===== src/rtl/drive_status_pkg.sv =====
// package: drive status word, mode display and speed-deviation monitor
// assumes one 200 MHz control clock and a simple strobe register port
package drive_status_pkg;

    // clock and time
    localparam int unsigned CLK_MHZ = 200;
    localparam int unsigned MS_PER_UNIT = 1;
    localparam int unsigned MS_CYCLES_DEF = MS_PER_UNIT * CLK_MHZ * 1000;
    localparam logic [15:0] MIN_TIME_MAX_MS = 16'h0032;

    // register port
    localparam int ADDR_W = 20;
    localparam int DATA_W = 32;

    // register indices; byte address is four times the index
    localparam logic [15:0] IDX_MON_CTRL = 16'h2D50;
    localparam logic [15:0] IDX_THRESHOLD = 16'h2D51;
    localparam logic [15:0] IDX_MIN_TIME = 16'h2D52;
    localparam logic [15:0] IDX_RESPONSE = 16'h2D53;
    localparam logic [15:0] IDX_STATUS_WORD = 16'h2D60;
    localparam logic [15:0] IDX_VEL_SETPOINT = 16'h6043;
    localparam logic [15:0] IDX_SPEED_ACTUAL = 16'h6044;
    localparam logic [15:0] IDX_MODE_DISPLAY = 16'h6061;
    localparam logic [15:0] IDX_VEL_ACTUAL = 16'h606C;

    // reset values and tolerance maximum
    localparam logic [31:0] THRESHOLD_RST = 32'h0000_0032;
    localparam logic [31:0] THRESHOLD_MAX = 32'h7FFF_FFFF;
    localparam logic [15:0] MIN_TIME_RST = 16'h0000;
    localparam logic [7:0] RESPONSE_RST = 8'h01;

    // monitor control fields
    localparam int CTRL_CLR_FAULT = 0;
    localparam int CTRL_CLR_WARN = 1;

    // status word bit positions
    localparam int SW_READY = 0;
    localparam int SW_ON = 1;
    localparam int SW_OP_EN = 2;
    localparam int SW_FAULT = 3;
    localparam int SW_VOLTAGE = 4;
    localparam int SW_QSTOP_N = 5;
    localparam int SW_INHIBIT = 6;
    localparam int SW_WARN = 7;
    localparam int SW_PDO_OFF = 8;
    localparam int SW_REMOTE = 9;
    localparam int SW_TARGET = 10;
    localparam int SW_LIMIT = 11;
    localparam int SW_MODE_ACT = 12;
    localparam int SW_FOLLOW = 13;
    localparam int SW_BRAKE = 14;
    localparam int SW_SAFE_OFF_N = 15;

    // operating mode codes
    localparam logic signed [7:0] MODE_TEST = -8'sd10;
    localparam logic signed [7:0] MODE_MAKER_SPEED = -8'sd2;
    localparam logic signed [7:0] MODE_NONE = 8'sh00;
    localparam logic signed [7:0] MODE_CSP = 8'sh08;
    localparam logic signed [7:0] MODE_CSV = 8'sh09;
    localparam logic signed [7:0] MODE_CST = 8'sh0A;

    typedef enum logic [7:0] {
        RESP_NONE = 8'h00,
        RESP_FAULT = 8'h01,
        RESP_WARN = 8'h02
    } speed_response_t;

    // drive condition levels gathered by the surrounding control logic
    typedef struct packed {
        logic ready_to_switch_on;
        logic switched_on;
        logic operation_enabled;
        logic fault_active;
        logic warning_active;
        logic dc_link_ready;
        logic quick_stop_active;
        logic switch_on_inhibited;
        logic rpdo_deactivated;
        logic network_ready;
        logic in_target_window;
        logic setpoint_limited;
        logic test_mode;
        logic following_error;
        logic brake_released;
        logic safety_disabled;
        logic speed_ctrl_used;
    } drive_flags_t;

endpackage


===== src/rtl/deviation_timer.sv =====
// persistence timer for the speed deviation against its tolerance
// assumes threshold and minimum time are stable registers of the caller
`timescale 1ns/10ps
module deviation_timer
    import drive_status_pkg::*;
#(
    parameter int unsigned MS_CYCLES = MS_CYCLES_DEF
)
(
    input wire logic mclk,
    input wire logic rst_n,
    input wire logic enable,
    input wire logic signed [31:0] deviation,
    input wire logic [31:0] threshold,
    input wire logic [15:0] min_time_ms,
    output logic expired
);
    logic [32:0] magnitude;
    logic over;
    logic [31:0] pre_q;
    logic [15:0] ms_q;

    // 33 bits so the most negative deviation does not wrap
    assign magnitude = deviation[31] ? 33'(-{deviation[31], deviation})
                                     : {1'b0, deviation};
    assign over = enable && (magnitude > {1'b0, threshold});

    // zero minimum time fires in the first exceeding cycle
    assign expired = over && (ms_q >= min_time_ms);

    always_ff @(posedge mclk or negedge rst_n)
    begin
        if (!rst_n)
        begin
            pre_q <= 32'h0000_0000;
            ms_q <= 16'h0000;
        end
        else if (!over)
        begin
            pre_q <= 32'h0000_0000;
            ms_q <= 16'h0000;
        end
        else if (ms_q < min_time_ms)
        begin
            if (pre_q == 32'(MS_CYCLES - 1))
            begin
                pre_q <= 32'h0000_0000;
                ms_q <= ms_q + 16'h0001;
            end
            else
            begin
                pre_q <= pre_q + 32'h0000_0001;
            end
        end
    end
endmodule


===== src/rtl/drive_status_monitor.sv =====
// top: profile status word, mode and velocity displays, speed monitor
// assumes drive levels synchronous to mclk and a strobe register port
// Contract
// - bit 3 shows active fault
// - bit 4 shows DC link ready
// - bit 5 low during quick stop
// - bit 6 shows switch-on inhibited
// - bit 8 shows cyclic receive data off
// - bit 9 shows network commands accepted
// - bit 9 clear in maker speed mode
// - bit 10 shows position inside window
// - bit 11 shows setpoint being limited
// - bit 12 enabled and not test mode
// - bit 13 shows following error
// - bit 14 shows brake released
// - bit 15 low when safety disabled drive
// - signed mode display, test is minus ten
// - velocity setpoint readable in rpm
// - actual velocity readable in rpm
// - monitor speed-controller input, speed modes only
// - respond only after excess persists minimum time
// - tolerance 1 to 2147483647, default 50
// - minimum time 0 to 50 ms, default 0
// - response 0 none, 1 fault, 2 warning
// - bits 0..2 ready, on, operation enabled
// - mode codes 8, 9, 10 cyclic modes
//
// The plain strobed port was decided locally.
`timescale 1ns/10ps
module drive_status_monitor
    import drive_status_pkg::*;
#(
    parameter int unsigned MS_CYCLES = MS_CYCLES_DEF
)
(
    input wire logic mclk,
    input wire logic rst_n,
    input wire logic [ADDR_W-1:0] reg_addr,
    input wire logic [DATA_W-1:0] reg_wdata,
    input wire logic reg_wr,
    input wire logic reg_rd,
    output logic [DATA_W-1:0] reg_rdata,
    input wire drive_flags_t flags,
    input wire logic signed [7:0] mode_select,
    input wire logic signed [7:0] mode_active,
    input wire logic signed [31:0] vel_setpoint,
    input wire logic signed [31:0] vel_actual,
    input wire logic signed [31:0] speed_deviation,
    output logic [15:0] status_word,
    output logic signed [7:0] mode_display,
    output logic fault_to_profile_state,
    output logic speed_warning
);
    logic [31:0] threshold_q;
    logic [15:0] min_time_q;
    speed_response_t response_q;
    logic fault_q;
    logic warn_q;
    logic [15:0] status_q;
    logic signed [7:0] mode_q;
    logic signed [31:0] vel_set_q;
    logic signed [31:0] speed_act_q;
    logic signed [31:0] vel_act_q;
    logic [DATA_W-1:0] rdata_q;
    logic expired;
    logic fault_set;
    logic warn_set;
    logic clr_fault;
    logic clr_warn;
    logic wr_ctrl;
    logic [15:0] idx;
    logic [DATA_W-1:0] rdata_d;
    logic fault_d;
    logic warn_d;
    logic addr_mapped;
    logic wr_threshold;
    logic wr_min_time;
    logic wr_response;

    // word addresses only; the two low bits are ignored
    assign idx = reg_addr[17:2];
    // set top bits would alias real registers, so such accesses are unmapped
    assign addr_mapped = (reg_addr[ADDR_W-1:18] == 2'b00);
    assign wr_ctrl = reg_wr && addr_mapped && (idx == IDX_MON_CTRL);
    assign wr_threshold = reg_wr && addr_mapped && (idx == IDX_THRESHOLD);
    assign wr_min_time = reg_wr && addr_mapped && (idx == IDX_MIN_TIME);
    assign wr_response = reg_wr && addr_mapped && (idx == IDX_RESPONSE);
    assign clr_fault = wr_ctrl && reg_wdata[CTRL_CLR_FAULT];
    assign clr_warn = wr_ctrl && reg_wdata[CTRL_CLR_WARN];

    deviation_timer #(
        .MS_CYCLES(MS_CYCLES)
    ) u_timer (
        .mclk(mclk),
        .rst_n(rst_n),
        .enable(flags.speed_ctrl_used),
        .deviation(speed_deviation),
        .threshold(threshold_q),
        .min_time_ms(min_time_q),
        .expired(expired)
    );

    assign fault_set = expired && (response_q == RESP_FAULT);
    assign warn_set = expired && (response_q == RESP_WARN);

    // next sticky values, so the status word follows a clear without lag
    always_comb
    begin
        fault_d = fault_q;
        if (clr_fault)
        begin
            fault_d = 1'b0;
        end
        if (fault_set)
        begin
            fault_d = 1'b1;
        end
    end

    always_comb
    begin
        warn_d = warn_q;
        if (clr_warn)
        begin
            warn_d = 1'b0;
        end
        if (warn_set)
        begin
            warn_d = 1'b1;
        end
    end

    // tolerance: out-of-range writes are dropped, value kept
    always_ff @(posedge mclk or negedge rst_n)
    begin
        if (!rst_n)
        begin
            threshold_q <= THRESHOLD_RST;
        end
        else if (wr_threshold)
        begin
            if ((reg_wdata != 32'h0000_0000) && (reg_wdata <= THRESHOLD_MAX))
            begin
                threshold_q <= reg_wdata;
            end
        end
    end

    // minimum persistence time in ms
    always_ff @(posedge mclk or negedge rst_n)
    begin
        if (!rst_n)
        begin
            min_time_q <= MIN_TIME_RST;
        end
        else if (wr_min_time)
        begin
            if ((reg_wdata[31:16] == 16'h0000) && (reg_wdata[15:0] <= MIN_TIME_MAX_MS))
            begin
                min_time_q <= reg_wdata[15:0];
            end
        end
    end

    // response selector; undefined codes are ignored
    always_ff @(posedge mclk or negedge rst_n)
    begin
        if (!rst_n)
        begin
            response_q <= speed_response_t'(RESPONSE_RST);
        end
        else if (wr_response)
        begin
            case (reg_wdata)
                32'(RESP_NONE): response_q <= RESP_NONE;
                32'(RESP_FAULT): response_q <= RESP_FAULT;
                32'(RESP_WARN): response_q <= RESP_WARN;
                default: response_q <= response_q;
            endcase
        end
    end

    // sticky fault; a new event wins over a clear in the same cycle
    always_ff @(posedge mclk or negedge rst_n)
    begin
        if (!rst_n)
        begin
            fault_q <= 1'b0;
        end
        else if (fault_set)
        begin
            fault_q <= 1'b1;
        end
        else if (clr_fault)
        begin
            fault_q <= 1'b0;
        end
    end

    // sticky warning, same set-over-clear policy
    always_ff @(posedge mclk or negedge rst_n)
    begin
        if (!rst_n)
        begin
            warn_q <= 1'b0;
        end
        else if (warn_set)
        begin
            warn_q <= 1'b1;
        end
        else if (clr_warn)
        begin
            warn_q <= 1'b0;
        end
    end

    // status word, refreshed every cycle from the drive levels
    always_ff @(posedge mclk or negedge rst_n)
    begin
        if (!rst_n)
        begin
            status_q <= 16'h0000;
        end
        else
        begin
            status_q[SW_READY] <= flags.ready_to_switch_on;
            status_q[SW_ON] <= flags.switched_on;
            status_q[SW_OP_EN] <= flags.operation_enabled;
            // next flag value: a new speed fault shows at once, a clear too
            status_q[SW_FAULT] <= flags.fault_active | fault_d;
            status_q[SW_VOLTAGE] <= flags.dc_link_ready;
            status_q[SW_QSTOP_N] <= ~flags.quick_stop_active;
            status_q[SW_INHIBIT] <= flags.switch_on_inhibited;
            status_q[SW_WARN] <= flags.warning_active | warn_d;
            status_q[SW_PDO_OFF] <= flags.rpdo_deactivated;
            status_q[SW_REMOTE] <= flags.network_ready && (mode_select != MODE_MAKER_SPEED);
            status_q[SW_TARGET] <= flags.in_target_window;
            status_q[SW_LIMIT] <= flags.setpoint_limited;
            status_q[SW_MODE_ACT] <= flags.operation_enabled & ~flags.test_mode;
            status_q[SW_FOLLOW] <= flags.following_error;
            status_q[SW_BRAKE] <= flags.brake_released;
            status_q[SW_SAFE_OFF_N] <= ~flags.safety_disabled;
        end
    end

    // mode display; test mode overrides the mode in effect
    always_ff @(posedge mclk or negedge rst_n)
    begin
        if (!rst_n)
        begin
            mode_q <= MODE_NONE;
        end
        else if (flags.test_mode)
        begin
            mode_q <= MODE_TEST;
        end
        else
        begin
            mode_q <= mode_active;
        end
    end

    // velocity setpoint display, sampled each cycle
    always_ff @(posedge mclk or negedge rst_n)
    begin
        if (!rst_n)
        begin
            vel_set_q <= 32'sh0000_0000;
        end
        else
        begin
            vel_set_q <= vel_setpoint;
        end
    end

    // both actual displays show the same measured value
    always_ff @(posedge mclk or negedge rst_n)
    begin
        if (!rst_n)
        begin
            speed_act_q <= 32'sh0000_0000;
        end
        else
        begin
            speed_act_q <= vel_actual;
        end
    end

    // actual velocity display
    always_ff @(posedge mclk or negedge rst_n)
    begin
        if (!rst_n)
        begin
            vel_act_q <= 32'sh0000_0000;
        end
        else
        begin
            vel_act_q <= vel_actual;
        end
    end

    // read mux; unmapped addresses read zero
    always_comb
    begin
        rdata_d = 32'h0000_0000;
        case (idx)
            IDX_MON_CTRL: rdata_d = {30'h0000_0000, warn_q, fault_q};
            IDX_THRESHOLD: rdata_d = threshold_q;
            IDX_MIN_TIME: rdata_d = {16'h0000, min_time_q};
            IDX_RESPONSE: rdata_d = {24'h00_0000, response_q};
            IDX_STATUS_WORD: rdata_d = {16'h0000, status_q};
            IDX_VEL_SETPOINT: rdata_d = vel_set_q;
            IDX_SPEED_ACTUAL: rdata_d = speed_act_q;
            IDX_MODE_DISPLAY: rdata_d = {{24{mode_q[7]}}, mode_q};
            IDX_VEL_ACTUAL: rdata_d = vel_act_q;
            default: rdata_d = 32'h0000_0000;
        endcase
        if (!addr_mapped)
        begin
            rdata_d = 32'h0000_0000;
        end
    end

    // data stand only in the cycle after the strobe
    always_ff @(posedge mclk or negedge rst_n)
    begin
        if (!rst_n)
        begin
            rdata_q <= 32'h0000_0000;
        end
        else if (reg_rd)
        begin
            rdata_q <= rdata_d;
        end
        else
        begin
            rdata_q <= 32'h0000_0000;
        end
    end

    assign reg_rdata = rdata_q;
    assign status_word = status_q;
    assign mode_display = mode_q;
    assign fault_to_profile_state = fault_q;
    assign speed_warning = warn_q;
endmodule


===== config.mk =====
export PLATFORM = sky130hd
export DESIGN_NAME = drive_status_monitor
export DESIGN_NICKNAME = d
export VERILOG_FILES = /design/src/rtl/drive_status_pkg.sv /design/src/rtl/deviation_timer.sv /design/src/rtl/drive_status_monitor.sv
export SDC_FILE = /design/constraint.sdc
export NUM_CORES = 1
export LEC_CHECK = 0
export BUFFER_PORTS_ARGS = -buffer_cell sky130_fd_sc_hd__buf_4
export CORE_MARGIN = 4
export CORE_UTILIZATION = 45
export CTS_CLUSTER_SIZE = 25
export DETAILED_ROUTE_END_ITERATION = 7
export GPL_ROUTABILITY_DRIVEN = 0
export PLACE_DENSITY = 0.71
export SLEW_MARGIN = 20
export SYNTH_ARGS = -nofsm -noshare
export SYNTH_HDL_FRONTEND = slang
export SYNTH_SLANG_ARGS = --single-unit

===== constraint.sdc =====
create_clock -name mclk -period 2.7 [get_ports mclk]
set_input_delay 0.675 -clock mclk [delete_from_list [all_inputs] [get_ports mclk]]
set_output_delay 0.675 -clock mclk [all_outputs]
set_load 0.1 [all_outputs]

Word-level counts from Yosys, hierarchy flattened
Index checks and enable logic that the tools add are counted.

cells by class
  $add $sub $neg = 3
  multiply operators = 0
  div/mod/pow operators = 0
  $lt $le $gt $ge = 5
  eq/ne operators = 17
  shift operators = 0
  mux-type cells = 16
  bitwise gates (word level) = 6
  reduce and logical (&&, ||, !) cells = 24

operator list
  kind                   count
  $pmux 32 s8            1
  $mux 32                5
  $eq 16x14->1 const B   5
  $eq 16x15->1 const B   4
  $mux 16                3
  $gt 33x32->1           1
  $mux 33                1
  $neg 33->33            1
  $add 32x1->32 const B  1
  $eq 32x1->1 const B    1
  $eq 32x18->1 const B   1
  $eq 32x2->1 const B    1
  $le 32x31->1 const B   1
  $logic_not 32->1       1
  $reduce_bool 32->1     1
  $pmux 8 s3             1
  $add 16x1->16 const B  1
  $ge 16x16->1           1
  $le 16x6->1 const B    1
  $logic_not 16->1       1
  $lt 16x16->1           1
  $logic_and 1x1->1      14
  $eq 8x1->1 const B     1
  $eq 8x2->1 const B     1
  11 further kinds       21

word-level totals
  flip-flop bits (word level) = 226
  bits in latches = 0
  bits in writable memories = 0
  memory bits (read-only) = 0
  input bits = 185
  memories kept = 0

Longest topological paths before layout
Gate-level depths: netlist (run 1).

  depth after elaboration = 8
  gate-level depth with buffers = 19

Modules after synthesis
From an unflattened synthesis (run 1), not the netlist that was laid out.

unflattened totals
  cell total of the unflattened synthesis = 967
  area total of the unflattened synthesis = 10590.2 sq um

modules (own cells, without submodules)
  module                times used  cells each  area each (sq um)  seq. area each (sq um)
  drive_status_monitor  1           437         6261.0             4309.1
  deviation_timer       1           530         4329.2             1201.2

Least setup slack after synthesis (run 1)
OpenSTA, ideal clock, no wires.

  kind = input port to flip-flop
  from = input port speed_deviation[10]
  to = register u_timer.ms_q[15]
  data arrival time = 4270 ps
  required time = 2621 ps
  setup slack = -1650 ps
  stages on the path = 15
  buffers on the path = 1
  cell sequence = or4_4 -> or3_4 -> nand2b_4 -> or3_4 -> o31ai_4 -> xnor2_1 -> ha_1 -> nand4_1 -> nor3_1 -> a221oi_1 -> o211a_1 -> a21oi_1 -> clkbuf_1 -> a2111oi_0 -> mux2i_1

on the way
  longest elaborated chain between the ends = 6

ends and longest elaborated chain
  item                        line                        RTL
  from (decl)                 drive_status_monitor.sv:48  input wire logic signed [31:0] speed_deviation,
  $neg 33->33                 deviation_timer.sv:24       assign magnitude = deviation[31] ? 33'(-{deviation[31], deviation})
  $mux 33 *                   deviation_timer.sv:24
  $gt 33x32->1 *              deviation_timer.sv:26       assign over = enable && (magnitude > {1'b0, threshold});
  $logic_and 1x1->1 *         deviation_timer.sv:26
  $ne 2x2->1 (no line)        -
  $reduce_and 2->1 (no line)  -
  to (signal assigned)        deviation_timer.sv:48       ms_q <= ms_q + 16'h0001;
  to (decl)                   deviation_timer.sv:21       logic [15:0] ms_q;

Mark *: on every way between the ends. The rest lies on a longest branch, timed or not.
A chain may end at the register's enable or synchronous reset.

Final worst setup path (run 1)
  from = input port speed_deviation[10]
  to = register u_timer.ms_q[14]

Same word-level chain as after synthesis.

==> results of run 1 <==
-- layout make-up --
| class | count | area [um2] | area share [%] |
|---|---|---|---|
| multi-input combinational | 718 | 5230 | 34.1 |
| sequential | 220 | 5510 | 36.0 |
| clock buffer | 33 | 706 | 4.61 |
| inverter | 67 | 251 | 1.64 |
| clock inverter | 13 | 191 | 1.25 |
| timing repair buffer | 369 | 3030 | 19.8 |
| tap | 319 | 399 | 2.61 |
-- layer usage --
| layer | track usage, % | vias up | wire length (um) |
|---|---|---|---|
| li1 | - | 4600 | - |
| met1 | 34.5 | 4823 | 14900 |
| met2 | 42.8 | 382 | 16900 |
| met3 | 4.02 | 68 | 2440 |
| met4 | 6.60 | 0 | 1080 |
| met5 | 0 | - | 0 |
-- power breakdown --
part,switching [mW],internal [mW]
Clock,1.43,2.24
Combinational,0.405,0.320
Sequential,0.0339,3.36
-- placed cells by master, fill, tap and decap left out, types with 11 or more instances in the layout --
cell / netlist / layout
nor2_1: 23 / 22
nand2b_1: 11 / 11
clkbuf_16: 0 / 28
inv_1: 67 / 67
nor3_1: 14 / 11
buf_12: 0 / 11
nand4_1: 20 / 20
o21ai_0: 49 / 48
nor4_1: 18 / 16
nand3b_1: 28 / 28
a21oi_1: 79 / 73
buf_4: 0 / 344
mux2i_1: 36 / 36
xnor2_1: 26 / 26
nand2_1: 94 / 93
a222oi_1: 20 / 20
a22oi_1: 17 / 17
a31oi_1: 12 / 12
nand3_1: 62 / 60
a221oi_1: 13 / 12
dfrtp_1: 216 / 216
ha_1: 51 / 51
or2_2: 11 / 11
-- sequential cells by signal, summed over array words and instances, names as in the netlist, 2 cells and up --
register and cells:
reg_rdata 32, threshold_q 32, u_timer.pre_q 32, vel_act_q 32, vel_set_q 32, min_time_q 16, status_word 16, u_timer.ms_q 16
mode_display 8, response_q 2
-- cell families (layout without fill, tap and decap cells) --
group | count (synthesis) | count (layout)
buffers and inverters | 125 | 482
and+or+nand+nor | 329 | 329
adders and majority gates | 51 | 51
muxes | 44 | 44
DFF | 220 | 220
AOI/OAI and AO/OA | 262 | 262
xor gates and xnor gates | 32 | 32
-- what timing repair did --
action | CTS | global route
endpoints found under the hold margin | 0 | 0
cloned | 1 | 4
gates resized for setup | 21 | 23
pin swaps | 4 | 3
endpoints found under the setup margin | 52 | 52
setup buffers | 7 | 1
-- final timing paths --
| kind | cells after the start | slack [ps] | to | from |
|---|---|---|---|---|
| max reg2reg | 10 | -70 | u_timer.pre_q[30]$_DFFE_PN0P_ | u_timer.ms_q[12]$_DFFE_PN0P_ |
| min | 1 | 130 | vel_act_q[26]$_DFF_PN0_ | rst_n |
| max in group asynchronous | 2 | 1840 | reg_rdata[9]$_DFF_PN0_ | rst_n |
| min in group mclk | 1 | 230 | vel_act_q[25]$_DFF_PN0_ | vel_actual[25] |
| max | 18 | -1410 | u_timer.ms_q[14]$_DFFE_PN0P_ | speed_deviation[10] |
| min reg2reg | 2 | 540 | threshold_q[5]$_DFFE_PN1P_ | threshold_q[5]$_DFFE_PN1P_ |
-- worst max-delay path, delay by kind of cell --
| family | cells | cell delay (ps) |
|---|---|---|
| buf+inv | 4 | 570 |
| fa+ha+maj | 1 | 270 |
| simple gates | 6 | 1600 |
| xor+xnor | 1 | 160 |
| mux | 1 | 240 |
| compound gates | 5 | 1060 |
==> impl_metrics.csv, run 1 <==
group,metric,value,unit
outcome,status,"finished, violations left",
outcome,violations,"negative setup slack",
grt,grt_max_degree,55,
grt,grt_pass1_wl,53.8,mm
cts,clock_path_buffers,3,
logic_synthesis,synth-edff-count,0,
logic_synthesis,synthArstFlopShare,100,%
die,num_io_pins,243,
logic_synthesis,synth_mux_area_share,4.12,%
cells_and_area,nFillCells,1905,
critical_path,critPathMaxFanout,7,
place,dp_cells,1680,
die,core_region_area,23700,um2
critical_path,worstPathRequired,3160,ps
power_and_ir_drop,ir_drop,0.531,mV
cts,numCtsBuffers,25,
grt,grt.total_usage,25.4,%
logic_synthesis,ys_ff_latch,220,
logic_synthesis,yosys.area.top_type_share,49.5,%
timing,hold_ws,125,ps
power_and_ir_drop,power,7.79,mW
drt,dr_total_vias,9873,
logic_synthesis,synth_top_family_by_area,"simple AND/OR/NAND/NOR gates",
die,dieArea,26800,um2
drt,drtIter0Drc,1026,
timing,fin_skew,26.1,ps
logic_synthesis,synthSimpleGateAreaFrac,16.4,%
logic_synthesis,synth_xor_area_share,2.57,%
drt,drt-wirelength-per-cell,20.3,um
cts,htreeDepth,1,
critical_path,endpoint_kind,"flip-flop",
logic_synthesis,synth_most_common_cell,"dfrtp_1",
power_and_ir_drop,leakage,6.82,nW
critical_path,cp_cell_sequence,"buf_6, or4_4, or3_4, nand2b_4, or3_4, o31ai_4, xnor2_1, ha_1, nand4_1, buf_4, nor3_2, a221oi_2, o211a_1, a21oi_4, buf_6, buf_16, a2111oi_4, mux2i_1",
die,fp.dieW,164,um
die,rows,56,
logic_synthesis,netlist_area,10900,um2
drt,routed_wl,35.3,mm
logic_synthesis,synth_compound_area_share,16.1,%
cts,cts_sinks,220,
place,placed_area,14000,um2
logic_synthesis,synth_fa_ha_area_share,5.84,%
timing,maxSlewViolCount,0,
logic_synthesis,synth_ff_type,"dfrtp_1",
cts,tritoncts,"done",
grt,grt-ovfl-total,0,
timing,timing.fmax,243,MHz
critical_path,arrival,4580,ps
cts,clkSlewWorstSetupHoldPaths,70,ps
timing,tightest_slew,733,ps
logic_synthesis,yosys_warnings,0,
worst_hold_path,hold_class,"in -> async",
drt,via_per_inst,5.68,
job,drv_cap,0,
timing,postLayoutSetupSlackWorst,-1410,ps
logic_synthesis,syn_inst,1063,
place,place_ws,-2060,ps
drt,drc,0,
timing,hold_viol,0,
critical_path,cp-start-kind,"input pin",
timing,rsz0062_at_grt,"true",
die,die_h,164,um
cells_and_area,antenna_cells,0,
place,dp_hpwl,26.1,mm
timing,min_period,4110,ps
timing,tns,-69120,ps
cts,postCtsHoldBufs,0,
cells_and_area,area_growth,40.2,%
cts,ctsRootBufferMaster,"clkbuf_16",
logic_synthesis,yosysSeqAreaShare,50.4,%
cells_and_area,fin_cells,1739,
critical_path,worst-setup-path-type,"in -> reg",
critical_path,slowest_delay,530,ps
place,portBuffers,240,
die,initial_core_util,46.1,%
timing,slew_headroom,51.0,%
cells_and_area,fin_util,64.7,%
critical_path,cpMaxStageDelayCell,"or4_4",
drt,firstDrtPassIters,8,
logic_synthesis,synthTopCellsByArea,"dfrtp_1 (49%), ha_1 (5.8%), a21oi_1 (3.6%)",
logic_synthesis,synthTopCellsByCount,"dfrtp_1 (216), nand2_1 (94), a21oi_1 (79)",
logic_synthesis,synth_cell_types,64,
grt,antenna_found_initial,0,
logic_synthesis,syn_avg_cell_area,10.3,um2
cts,clock_latency,540,ps
cells_and_area,final_nets,1637,
timing,setup_viol_count_final,52,
logic_synthesis,yosys.area.top_type,"dfrtp_1",
cells_and_area,drive_gt1_share,33.8,%
logic_synthesis,syn-num-nets,1299,
timing,fin_crit_sh,152,%
grt,grt_pass1_vias,9643,
cells_and_area,design_area,15300,um2
drt,ant_nets,0,
power_and_ir_drop,p_per_area,509,nW/um2
Note: power is estimated with default switching activity, not from simulation.
==> run 2, diff against run 1 <==
--- a/config.mk
+++ b/config.mk
@@ -7,11 +7,11 @@
 export LEC_CHECK = 0
 export BUFFER_PORTS_ARGS = -buffer_cell sky130_fd_sc_hd__buf_4
 export CORE_MARGIN = 4
-export CORE_UTILIZATION = 45
+export CORE_UTILIZATION = 49
 export CTS_CLUSTER_SIZE = 25
 export DETAILED_ROUTE_END_ITERATION = 7
 export GPL_ROUTABILITY_DRIVEN = 0
-export PLACE_DENSITY = 0.71
+export PLACE_DENSITY = 0.76
 export SLEW_MARGIN = 20
 export SYNTH_ARGS = -nofsm -noshare
 export SYNTH_HDL_FRONTEND = slang
==> run 2 against run 1 <==
Against the previous run: the flow still finishes with violations (negative setup slack); sequential share of layout area is 0.20 points higher; non-clock buffer count unchanged; core utilization up 4.9 points; clock power fell by 7.9%; via count grew 2.7%; final cell count shrank 2.4%; register-to-register slack lost 50 ps; critical path type unchanged; critical endpoint is now u_timer.pre_q[31]$_DFFE_PN0P_.
==> impl_metrics.csv, run 2 (synthesis results as in run 1) <==
group,metric,value,unit
cts,htreeDepth,1,
die,fp.dieW,157,um
worst_hold_path,hold_class,"in -> async",
job,drv_cap,0,
cells_and_area,antenna_cells,0,
cells_and_area,fin_cells,1697,
critical_path,worst-setup-path-type,"in -> reg",
drt,ant_nets,0,
timing,tns,-66620,ps
place,place_ws,-1990,ps
cts,clkSlewWorstSetupHoldPaths,60,ps
timing,hold_ws,153,ps
timing,min_period,4120,ps
timing,timing.fmax,243,MHz
timing,postLayoutSetupSlackWorst,-1420,ps
cts,tritoncts,"done",
cts,numCtsBuffers,24,
cells_and_area,drive_gt1_share,34.4,%
cells_and_area,final_nets,1636,
timing,slew_headroom,35.6,%
drt,dr_total_vias,10100,
critical_path,slowest_delay,530,ps
outcome,status,"finished, violations left",
cells_and_area,fin_util,69.6,%
cts,postCtsHoldBufs,0,
cells_and_area,multiInputGateArea,5310,um2
timing,tightest_slew,963,ps
power_and_ir_drop,power,7.50,mW
outcome,violations,"negative setup slack",
critical_path,path_buf_inv,4,
cells_and_area,design_area,15200,um2
timing,fin_skew,17.0,ps
critical_path,cpMaxStageDelayCell,"or4_4",
critical_path,critPathMaxFanout,34,
grt,grt.total_usage,27.1,%
cts,clock_path_buffers,3,
timing,hold_viol,0,
timing,setup_viol_count_final,52,
cells_and_area,nFillCells,1595,
power_and_ir_drop,pwr-share-clk,45.1,%
critical_path,cp_cell_sequence,"buf_6, or4_4, or3_4, nand2b_4, or3_4, o31ai_4, xnor2_1, ha_1, nand4_1, buf_4, nor3_4, a221oi_2, o211a_1, a21oi_4, buf_12, buf_12, a2111oi_4, mux2i_1",
timing,maxSlewViolCount,0,
timing,rsz0062_at_grt,"true",
drt,firstDrtPassIters,6,
cts,ctsRootBufferMaster,"clkbuf_16",
place,dp_cells,1643,
power_and_ir_drop,power_frac_seq,45.3,%
grt,antenna_found_initial,0,
drt,routed_wl,35.3,mm
power_and_ir_drop,p_comb_share,9.6,%
critical_path,worstPathRequired,3130,ps
power_and_ir_drop,power_switching_share,23.3,%
die,rows,54,
place,portBuffers,240,
die,core_region_area,21900,um2
power_and_ir_drop,ir_drop,0.487,mV
cells_and_area,area_growth,39.4,%
power_and_ir_drop,p_int,5.76,mW
drt,via_per_inst,5.98,
place,dp_hpwl,26.4,mm
critical_path,cp-start-kind,"input pin",
die,dieArea,24700,um2
grt,grt_pass1_wl,53.3,mm
grt,grt-ovfl-total,0,
cells_and_area,final_cell_mix,"buf_4 (344), dfrtp_1 (216), nand2_1 (94)",
power_and_ir_drop,leakage,6.79,nW
grt,grt_max_degree,67,
die,initial_core_util,49.9,%
cells_and_area,regArea,5510,um2
power_and_ir_drop,p_sw,1.74,mW
critical_path,arrival,4560,ps
die,die_h,157,um
drt,drtIter0Drc,778,
cts,cts_sinks,220,
place,placed_area,14000,um2
die,num_io_pins,243,
critical_path,path_delay_family,"simple AND/OR/NAND/NOR gates",
critical_path,endpoint_kind,"flip-flop",
cells_and_area,final_common_cell,"buf_4",
power_and_ir_drop,p_per_area,492,nW/um2
drt,drc,0,
drt,drt-wirelength-per-cell,20.8,um
grt,grt_pass1_vias,10000,
timing,fin_crit_sh,153,%
cts,clock_latency,510,ps
==> run 2: cell types whose count changed in the layout (fill, tap and decap cells not counted), sizes merged <==
cell	change
bufinv	-2
clkbuf	+3
clkinvlp	-1
inv	-1
buf	+1
clkinv	-3
==> run 2: what timing repair did <==
| action | 4_1_cts | 5_1_grt |
|---|---|---|
| endpoints found under the hold margin | 0 | 0 |
| resized for setup | 24 | 35 |
| endpoints found under the setup margin | 52 | 52 |
| pin swaps | 1 | 1 |
| setup buffers | 5 | 2 |
| gates cloned | 0 | 5 |
==> run 2: power groups by stage <==
| stage | Combinational, mW | Clock (mW) | Sequential (mW) |
|---|---|---|---|
| final | 0.720 | 3.38 | 3.40 |
| after global routing | 0.777 | 3.56 | 3.40 |
| after CTS | 0.722 | 3.41 | 3.40 |
| after detailed placement | 0.714 | 0 | 3.46 |
| after global placement | 0.702 | 0 | 3.45 |
| after floorplan | 0.136 | 0 | 3.58 |
==> run 2: area by class of cell <==
class                      count  share of cell area (%)
clock buffer                  37                    4.86
sequential                   220                    36.2
multi-input combinational    718                    34.9
clock inverter                 6                   0.559
tap                          280                    2.30
timing repair buffer         369                    19.6
inverter                      67                    1.65
==> run 2: per-layer routing <==
layer,vias up,track usage [%],share of wire (%)
met5,-,0,0
met4,0,8.32,3.3
met3,79,4.65,8.3
met2,456,46.2,48
met1,5031,35.6,40
li1,4576,-,-
==> run 2: worst reg2reg max path, stage by stage, from the launching register on <==
cell and delay (ps):
dfstp_2 570, inv_1 110, ha_1 320, a21oi_1 180, o21bai_1 80, a221oi_1 260, o211a_1 250, a21oi_4 70
buf_12 170, buf_12 170, a2111oi_4 340, mux2i_1 220
==> run 2: path summary, 6_finish.rpt <==
| check | cells after the start | slack (ps) | start | end |
|---|---|---|---|---|
| worst max-delay path | 18 | -1420 | speed_deviation[10] | u_timer.pre_q[31]$_DFFE_PN0P_ |
| worst min-delay path | 1 | 150 | rst_n | reg_rdata[3]$_DFF_PN0_ |
| worst max register to register | 11 | -120 | threshold_q[4]$_DFFE_PN1P_ | u_timer.pre_q[31]$_DFFE_PN0P_ |
| worst min register to register | 2 | 540 | min_time_q[6]$_DFFE_PN0P_ | min_time_q[6]$_DFFE_PN0P_ |
| max in group asynchronous | 2 | 1770 | rst_n | u_timer.pre_q[1]$_DFFE_PN0P_ |
| min in group mclk | 1 | 260 | vel_setpoint[28] | vel_set_q[28]$_DFF_PN0_ |
